### src/idf_pkg.sv
// constants for the input debounce filter
package idf_pkg;

    // clock period in ns
    localparam int CLK_NS = 8;

    // debounce times in ns, sixteen steps from shortest to longest
    localparam int DB_MIN_NS = 500;
    localparam int DB_MAX_NS = 25500000;
    localparam int DB_STEPS  = 16;
    localparam int CNT_W     = 22;

    // time table in ns; each entry rounds up to whole cycles
    localparam int DB_NS [0:15] = '{
        500, 1000, 2000, 5000, 10000, 20000, 50000, 100000,
        200000, 500000, 1000000, 2000000, 5000000, 10000000,
        20000000, 25500000};

    // apb register byte offsets
    localparam logic [11:0] CTRL_ADDR = 12'h000;
    localparam logic [11:0] STAT_ADDR = 12'h004;

    // control field positions
    localparam int CTRL_SEL_LO = 0;
    localparam int CTRL_MODE   = 4;
    localparam int CTRL_INV    = 5;
    localparam int CTRL_BYP    = 6;

    // control value after reset: shortest time, after-stable mode
    localparam logic [6:0] CTRL_RST = 7'h00;

    // cycle count of a debounce time given in ns
    function automatic logic [CNT_W-1:0] idf_cycles(input int ns);
        int c;
        c = (ns + CLK_NS - 1) / CLK_NS;
        if (c < 1)
            c = 1;
        return c[CNT_W-1:0];
    endfunction

endpackage

### src/idf_filter.sv
// input debounce filter with apb control, one channel
`timescale 1ns/1ns
`default_nettype none
// How it works
// - after-stable: hold output until input stable
// - after-stable: rise passes after full time
// - after-stable: fall passes after full time
// - after-stable: short disturbances fully rejected
// - every input change restarts the counter
// - before-stable: follow edge, then lock
// - before-stable: accept edge only after stability
// - before-stable: unstable input holds output
// - before-stable: edge after stability passes at once
// - before-stable: first glitch of burst passes
// - software bypass passes transitions directly
// - sixteen selectable debounce times
// - optional input inversion before the filter
// - bypass ignores time, passes input after the optional inversion
module idf_filter
(
    input  wire logic        clk,
    input  wire logic        sys_rst,
    input  wire logic        sig_in,
    input  wire logic        psel,
    input  wire logic        penable,
    input  wire logic        pwrite,
    input  wire logic [11:0] paddr,
    input  wire logic [31:0] pwdata,
    output logic      [31:0] prdata,
    output logic             pready,
    output logic             pslverr,
    output logic             filt_out,
    output logic             edge_pulse
);
    import idf_pkg::*;

    // ************************************************************
    // state
    // ************************************************************
    typedef struct packed {
        logic             sync1;
        logic             sync2;
        logic             prev;
        logic [CNT_W-1:0] cnt;
        logic             stable;
        logic             filt;
        logic             edge_p;
        logic [6:0]       ctrl;
        logic [31:0]      rdata;
        logic             rdy;
        logic             err;
    } idf_state_t;

    idf_state_t st;
    idf_state_t next_st;

    logic             cond;
    logic [CNT_W-1:0] limit;
    logic             hit;
    logic             acc;
    logic             take;

    // ************************************************************
    // combinational next state
    // ************************************************************
    always_comb
    begin
        next_st = st;
        next_st.edge_p = 1'b0;
        limit = idf_cycles(DB_NS[st.ctrl[CTRL_SEL_LO +: 4]]);
        next_st.sync1 = sig_in;
        next_st.sync2 = st.sync1;
        cond = st.sync2 ^ st.ctrl[CTRL_INV];
        next_st.prev = cond;
        hit = 1'b0;
        if (cond != st.prev)
        begin
            next_st.cnt = '0;
            next_st.stable = 1'b0;
        end
        else if (!st.stable)
        begin
            next_st.cnt = st.cnt + 1'b1;
            if (st.cnt + 1'b1 >= limit - 1'b1)
            begin
                next_st.stable = 1'b1;
                hit = 1'b1;
            end
        end
        acc = st.filt;
        if (st.ctrl[CTRL_BYP])
        begin
            acc = cond;
        end
        else if (st.ctrl[CTRL_MODE])
        begin
            // burst after first edge is locked out
            if (cond != st.prev && st.stable)
                acc = cond;
        end
        else
        begin
            if (hit)
                acc = cond;
        end
        next_st.filt = acc;
        // one pulse per accepted rise only
        next_st.edge_p = acc & ~st.filt;
        // apb slave, one wait state so that pready comes from a flop
        // read data and error are staged in the first access cycle
        take = psel & penable & ~st.rdy;
        next_st.rdy = take;
        next_st.err = 1'b0;
        next_st.rdata = '0;
        if (take)
        begin
            case (paddr)
                CTRL_ADDR:
                    next_st.rdata = {25'h0000000, st.ctrl};
                STAT_ADDR:
                    next_st.rdata = {29'h00000000, st.stable, cond, st.filt};
                default:
                    next_st.err = 1'b1;
            endcase
        end
        // the write lands only on the edge that sees pready high,
        // so a master that aborts early leaves the control untouched
        if (psel & penable & st.rdy & pwrite & (paddr == CTRL_ADDR))
        begin
            next_st.ctrl = pwdata[6:0];
        end
        if (sys_rst)
        begin
            next_st = '0;
            next_st.filt = 1'b0;
            next_st.ctrl = CTRL_RST;
        end
    end

    always_ff @(posedge clk)
    begin
        st <= next_st;
    end

    assign prdata = st.rdata;
    assign pready = st.rdy;
    assign pslverr = st.err;
    assign filt_out = st.filt;
    assign edge_pulse = st.edge_p;
endmodule // idf_filter
`default_nettype wire

### config.mk
export PLATFORM = sky130hd
export DESIGN_NAME = idf_filter
export DESIGN_NICKNAME = d
export VERILOG_FILES = /design/src/idf_pkg.sv /design/src/idf_filter.sv
export SDC_FILE = /design/constraint.sdc
export NUM_CORES = 1
export LEC_CHECK = 0
export BUFFER_PORTS_ARGS = -buffer_cell sky130_fd_sc_hd__buf_2
export CAP_MARGIN = 20
export CORE_MARGIN = 3
export CORE_UTILIZATION = 59
export DETAILED_ROUTE_END_ITERATION = 8
export PLACE_DENSITY = 0.95
export SYNTH_ARGS = -nofsm -noshare
export SYNTH_HDL_FRONTEND = slang
export SYNTH_SLANG_ARGS = --single-unit
### constraint.sdc
create_clock -name clk -period 7.74 [get_ports clk]
set_input_delay 0.774 -clock clk [delete_from_list [all_inputs] [get_ports clk]]
set_output_delay 0.774 -clock clk [all_outputs]
set_load 0.005 [all_outputs]
==> out/summary.txt, run 1 <==
total track usage: 22.5%
CTS Root Cell: clkbuf_8
Area Growth Syn to Fin: 4.70%
Ys Warns: 0
Setup Total Neg Slack: 0 ps
maximum clock path buffer count: 2
Lkg Pwr: 1.60 nW
Cells after Synth: 456
Slowest cell on crit path: dfxtp_1
EDFF count, synth: 0
CORE AREA: 0.00571 mm2
via count of the first global-routing pass: 2979
die extent in y: 84.0 um
final routed DRC violation total: 0
Crit path max-delay family: compound AO/OA/AOI/OAI gates
CP Cell Sequence: inv_1 > ha_1 > nand2_1 > nor2_1 > ha_1 > xnor2_1 > ha_1 > o21ai_1 > or4_1 > and3_1 > ha_1 > a211oi_1 > nor2_1 > o41ai_1 > a2111oi_0 > o211ai_1
slowest stage delay, CP: 720 ps
fraction of layout cells with a size suffix above 1: 11.8%
most frequent cells in the layout: nor2_1 (62), dfxtp_1 (44), xnor2_1 (35), buf_2 (35), ha_1 (33)
post-synthesis sequential area ratio: 24.5%
Max Clk Rate: 202 MHz
Buffers & Inverters on Critical Path: 1
# IOs: 86
vias per inst: 5.88
endpoints failing setup: 0
Peak supply drop: 97.8 uV
data required time of the critical path: 7960 ps
post-route clock period utilization: 63.9%
GRT overflow: 0
Initial Utilization: 62.9%
chip width: 84.0 um
# nets final: 556
drt total wl: 7930 um
Final Slew Violations: 0
pin count of the biggest net entering global routing: 29
Pwr Total: 438 uW
n_diodes: 0
# hold bufs at CTS: 0
Via Count: 3210
CTS tree: done
CP Data Arrival Time: 5170 ps
Post-CTS Repair Setup Buffers: 0
area leader, netlist: dfxtp_1
Die ar.: 0.00706 mm2
commonest non-fill, non-tap cell in the layout: nor2_1
largest cells by area after synthesis: dfxtp_1 (25%), ha_1 (11%), xnor2_1 (8.5%)
Primary FF master, synth: dfxtp_1
ANT nets after route: 0
Clk Latency, worst-skew pair: 310 ps
number of H-tree levels: 2
critical path fanouts, max: 16
Avg Cell Area, Syn: 7.88 um2
antenna violations before repair: 0
Synth top area share: 24.5%
final hold viol count: 0
critical path type: flip-flop to flip-flop
Relative slew margins: 49.9%
RePlAce Congestion: 0.890
Tmin final: 4950 ps
per-cell routed wire length: 14.5 um
placed cell areas: 0.00365 mm2
CP Capture Type: flip-flop
pre-CTS WS: 3010 ps
type of the tightest min-delay check: flip-flop to flip-flop
status: completed
Synth Cell Area: 0.00359 mm2
fin area: 0.00376 mm2
row cnt: 27
Worst setup SP type: flip-flop
global-route wire length before repair: 13400 um
clk slew on worst S/H paths: 90 ps
register bit total from synthesis: 44
drt first pass iters: 5
max-cap violation count: 0
Num CTS Buffers: 5
Power Density: 116 mW/mm2
Worst-Margin Slew: 741 ps
CTS resizes: 0
ys async rst share: 0%
DR iter-0 viols: 360
Yosys cell types: 54
PortBufs: 35
most frequent CP cell: ha_1
CTS sink cnt: 44
HPWL after DPL: 5950 um
RSZ-0062 raised after global routing: no
Clock Skew: 9.55 ps
worst setup margin: 2790 ps
metrics by stage:
stage / util, % / hold slack (ps) / instances
3_5_place_dp: 63.9 / 436 / 538
5_1_grt: 65.9 / 475 / 546
3_3_place_gp: 63.9 / 419 / 538
4_1_cts: 65.9 / 457 / 546
6_report: 65.9 / 456 / 546
2_1_floorplan: - / 414 / 480
layer usage:
| layer | vias to the layer above | global-route usage [%] | wire (um) |
|---|---|---|---|
| met5 | - | 0 | 0 |
| li1 | 1554 | - | - |
| met3 | 28 | 4.54 | 396 |
| met4 | 0 | 7.46 | 194 |
| met1 | 1523 | 26.8 | 3310 |
| met2 | 105 | 39.7 | 4030 |
registers in the layout, indices dropped and copies added, names as in the netlist:
register    cells
edge_pulse      1
filt_out        1
prdata          7
pready          1
pslverr         1
st             33
layout make-up:
cell class	count	area [um2]
Clock buffer	5	68.8
Clock inverter	3	46.3
Fill cell	459	1950
Inverter	12	47.5
Multi-Input combinational cell	372	2430
Sequential cell	44	881
Tap cell	72	90.1
Timing Repair Buffer	38	198
cell usage after synthesis (2+ instances only):
| master | n |
|---|---|
| nor2_1 | 62 |
| dfxtp_1 | 44 |
| xnor2_1 | 35 |
| ha_1 | 33 |
| buf_4 | 32 |
| nand2_1 | 32 |
| a21oi_1 | 23 |
| clkbuf_1 | 17 |
| nand3_1 | 14 |
| xor2_1 | 14 |
| mux2i_1 | 13 |
| nor3_1 | 12 |
| o21ai_0 | 12 |
| and2_1 | 10 |
| inv_1 | 10 |
| and3_1 | 9 |
| a31oi_1 | 7 |
| nand4_1 | 7 |
| nor2b_1 | 6 |
| nand2b_1 | 5 |
| nor3b_1 | 5 |
| a21o_1 | 4 |
| nor4_1 | 4 |
| o31ai_1 | 4 |
| a211oi_1 | 3 |
| or2_2 | 3 |
| a2111oi_0 | 2 |
| a22oi_1 | 2 |
| a32oi_1 | 2 |
| o211ai_1 | 2 |
| o21bai_1 | 2 |
| o22ai_1 | 2 |
| or2_1 | 2 |
| or3_1 | 2 |
kinds of logic after synthesis:
logic type / Yosys count / share of synthesized area, %
AOI/OAI and AO/OA: 73 / 13.2
DFF: 44 / 24.5
other: 1 / 0.104
and+or+nand+nor: 177 / 23.8
buffers and inverters: 64 / 10.3
adders and majority gates: 33 / 11.5
muxes: 15 / 4.56
xor gates and xnor gates: 49 / 11.9
where the power goes:
| group | total [mW] | leakage, nW | switching, mW | internal [mW] |
|---|---|---|---|---|
| Sequential | 0.231 | 0.356 | 0.00208 | 0.229 |
| Clock | 0.185 | 0.0548 | 0.0876 | 0.0973 |
| Combinational | 0.0223 | 1.19 | 0.0130 | 0.00931 |
final timing paths:
kind,from,endpoint,slack (ps),depth (start not counted)
worst min-delay path,st[68],st[67],460,1
worst max-delay path,st[34],filt_out,2790,16
worst min register to register,st[68],st[67],460,1
worst max register to register,st[34],filt_out,2790,16
Note: power is estimated with default switching activity, not from simulation.
==> run 2, diff against run 1 <==
--- a/config.mk
+++ b/config.mk
@@ -8,9 +8,9 @@
 export BUFFER_PORTS_ARGS = -buffer_cell sky130_fd_sc_hd__buf_2
 export CAP_MARGIN = 20
 export CORE_MARGIN = 3
-export CORE_UTILIZATION = 59
+export CORE_UTILIZATION = 55
 export DETAILED_ROUTE_END_ITERATION = 8
-export PLACE_DENSITY = 0.95
+export PLACE_DENSITY = 0.93
 export SYNTH_ARGS = -nofsm -noshare
 export SYNTH_HDL_FRONTEND = slang
 export SYNTH_SLANG_ARGS = --single-unit
==> constraint.sdc (replaced) <==
create_clock -name clk -period 5.1 [get_ports clk]
set_input_delay 0.51 -clock clk [delete_from_list [all_inputs] [get_ports clk]]
set_output_delay 0.51 -clock clk [all_outputs]
set_load 0.005 [all_outputs]
==> run 2 against run 1 <==
  * Sequential share of layout area down 0.17 points
  * Clock power up 53%
  * Power up 52%
  * Design area up 0.73%
  * Routed wire length down 2.0%
  * Combinational power up 52%
  * Critical path depth up 1
  * Maximum frequency up 9.5%
  * Utilization down 4.1 points
  * Worst setup slack worse by 2200 ps
  * Critical endpoint unchanged
  * Largest cell class unchanged
  * Largest power group unchanged
==> out/summary.txt, run 2 (synthesis gave the netlist of run 1 again) <==
Setup Total Neg Slack: 0 ps (unchanged)
die extent in y: 86.8 um (+3.3%)
GRT overflow: 0 (unchanged)
CTS resizes: 0 (unchanged)
clk slew on worst S/H paths: 90 ps (about the same)
most frequent CP cell: ha_1
Die ar.: 0.00754 mm2 (+6.7%)
per-cell routed wire length: 14.1 um (-3.1%)
chip width: 86.8 um (+3.3%)
antenna violations before repair: 0 (unchanged)
# hold bufs at CTS: 0 (unchanged)
hold_ws: 411 ps (-44.8 ps)
type of the tightest min-delay check: input port to flip-flop
post-route clock period utilization: 88.5% (+25 points)
Pwr Total: 667 uW (+52%)
Finished Layout Cells: 552 (+1.1%)
final routed DRC violation total: 0 (unchanged)
CP Capture Type: flip-flop
Top Usage Layer GRT: met2
max-cap violation count: 0 (unchanged)
Worst setup SP type: flip-flop
Buffers & Inverters on Critical Path: 2 (+1)
Via Count: 3108 (-3.2%)
# nets final: 559 (+0.54%)
PortBufs: 35 (unchanged)
CTS sink cnt: 44 (unchanged)
HPWL after DPL: 5920 um (-0.55%)
RSZ-0062 raised after global routing: no
Num CTS Buffers: 5 (unchanged)
M1 GR Usage: 25.5% (-1.3 points)
drt total wl: 7770 um (-2.0%)
DR iter-0 viols: 269 (-25%)
Power Density: 176 mW/mm2 (+51%)
Peak supply drop: 130 uV (+33%)
hold depth: 2 (+1)
Area Growth Syn to Fin: 5.47%
GRT met3 Usage: 3.90% (-0.64 points)
Lkg Pwr: 1.62 nW (+1.2%)
slowest stage delay, CP: 580 ps (-140 ps)
Largest Register: st
critical path depth in cells: 17 (+1)
CP Cell Sequence: inv_1 > ha_1 > nand2_1 > nor2_1 > ha_1 > xnor2_1 > ha_1 > o21ai_1 > or4_1 > and3_1 > ha_1 > nand4_1 > nor3_1 > o41ai_1 > buf_4 > a2111oi_0 > o211ai_1
Final Slew Violations: 0 (unchanged)
max FFs per register: 33 (unchanged)
critical path fanouts, max: 11 (-5)
vias per inst: 5.63 (-4.2%)
CTS tree: done
Worst-Margin Slew: 821 ps (+79.3 ps)
commonest non-fill, non-tap cell in the layout: nor2_1
fraction of layout cells with a size suffix above 1: 12.4% (+0.55 points)
global-route wire length before repair: 13000 um (-2.5%)
R2R depth: 17 (+1)
status: completed
Clk Latency, worst-skew pair: 310 ps (about the same)
Max Clk Rate: 221 MHz (+9.5%)
RePlAce Congestion: 0.885 (-0.54%)
n_diodes: 0 (unchanged)
endpoints failing setup: 0 (unchanged)
CORE AREA: 0.00613 mm2 (+7.4%)
Fill cells: 490 (+6.8%)
CTS Root Cell: clkbuf_8
GRT met2 Usage: 37.2% (-2.5 points)
Relative slew margins: 45.2% (-4.7 points)
critical path type: flip-flop to flip-flop
pin count of the biggest net entering global routing: 28 (-3.4%)
Slowest cell on crit path: dfxtp_1
final hold viol count: 0 (unchanged)
maximum clock path buffer count: 2 (unchanged)
CP Data Arrival Time: 4700 ps (-470 ps)
Initial Utilization: 58.6% (-4.3 points)
Crit path max-delay family: simple AND/OR/NAND/NOR gates
drt first pass iters: 4 (-1)
# IOs: 86 (unchanged)
number of H-tree levels: 2 (unchanged)
Cells after DPL: 544 (+1.1%)
total track usage: 21.2% (-1.2 points)
Clock Skew: 11.2 ps (+1.61 ps)
Post-CTS Repair Setup Buffers: 0 (unchanged)
data required time of the critical path: 5290 ps (-2670 ps)
most frequent cells in the layout: nor2_1 (62), dfxtp_1 (44), xnor2_1 (35), buf_2 (35), ha_1 (33)
Tmin final: 4520 ps (-431 ps)
ANT nets after route: 0 (unchanged)
row cnt: 28 (+3.7%)
via count of the first global-routing pass: 2949 (-1.0%)
-- run 2: cell types whose count changed in the layout (fill, tap and decap cells not counted), sizes merged --
cell	delta
buf	+3
inv	-1
clkinv	+2
clkinvlp	-1
-- run 2: path summary, 6_finish.rpt --
kind | start | to | slack, ps
worst max register to register | st[34] | filt_out | 580
worst min register to register | st[68] | st[67] | 460
worst min-delay path | sig_in | st[68] | 410
worst max-delay path | st[34] | filt_out | 580
-- run 2: through the flow --
| stage | worst slack [ps] | cell area (um2) | util [%] |
|---|---|---|---|
| final | 585 | 3790 | 61.8 |
| after global placement | 742 | 3670 | 59.9 |
| after floorplan | 872 | 3680 | - |
| after global routing | 214 | 3790 | 61.8 |
| after detailed placement | 662 | 3670 | 59.9 |
| after CTS | 614 | 3790 | 61.8 |
-- run 2: area by class of cell --
type	instances	area, um2	area share, %
Tap cell	75	93.8	2.48
Sequential cell	44	881	23.2
Inverter	12	47.5	1.25
Clock inverter	3	47.5	1.25
Clock buffer	5	68.8	1.82
Multi-Input combinational cell	372	2430	64.1
Timing Repair Buffer	41	220	5.81
-- run 2: where the power goes --
part           total [mW]  internal (mW)  leakage (nW)  switching (mW)
registers           0.350          0.347         0.356         0.00321
logic              0.0340         0.0140          1.20          0.0200
clock network       0.283          0.148        0.0583           0.135
-- run 2: layer usage --
layer / up-vias / part of all wire [%]
met5: - / 0
met4: 0 / 2.1
met2: 88 / 51
met1: 1442 / 41
met3: 14 / 5.4
li1: 1564 / -
-- run 2: worst register-to-register path, stage by stage, from the launching register on --
cell and delay [ps]:
dfxtp_1 580, inv_1 190, ha_1 350, nand2_1 160, nor2_1 60, ha_1 290
xnor2_1 260, ha_1 230, o21ai_1 180, or4_1 530, and3_1 170, ha_1 270
nand4_1 110, nor3_1 230, o41ai_1 110, buf_4 160, a2111oi_0 370, o211ai_1 140
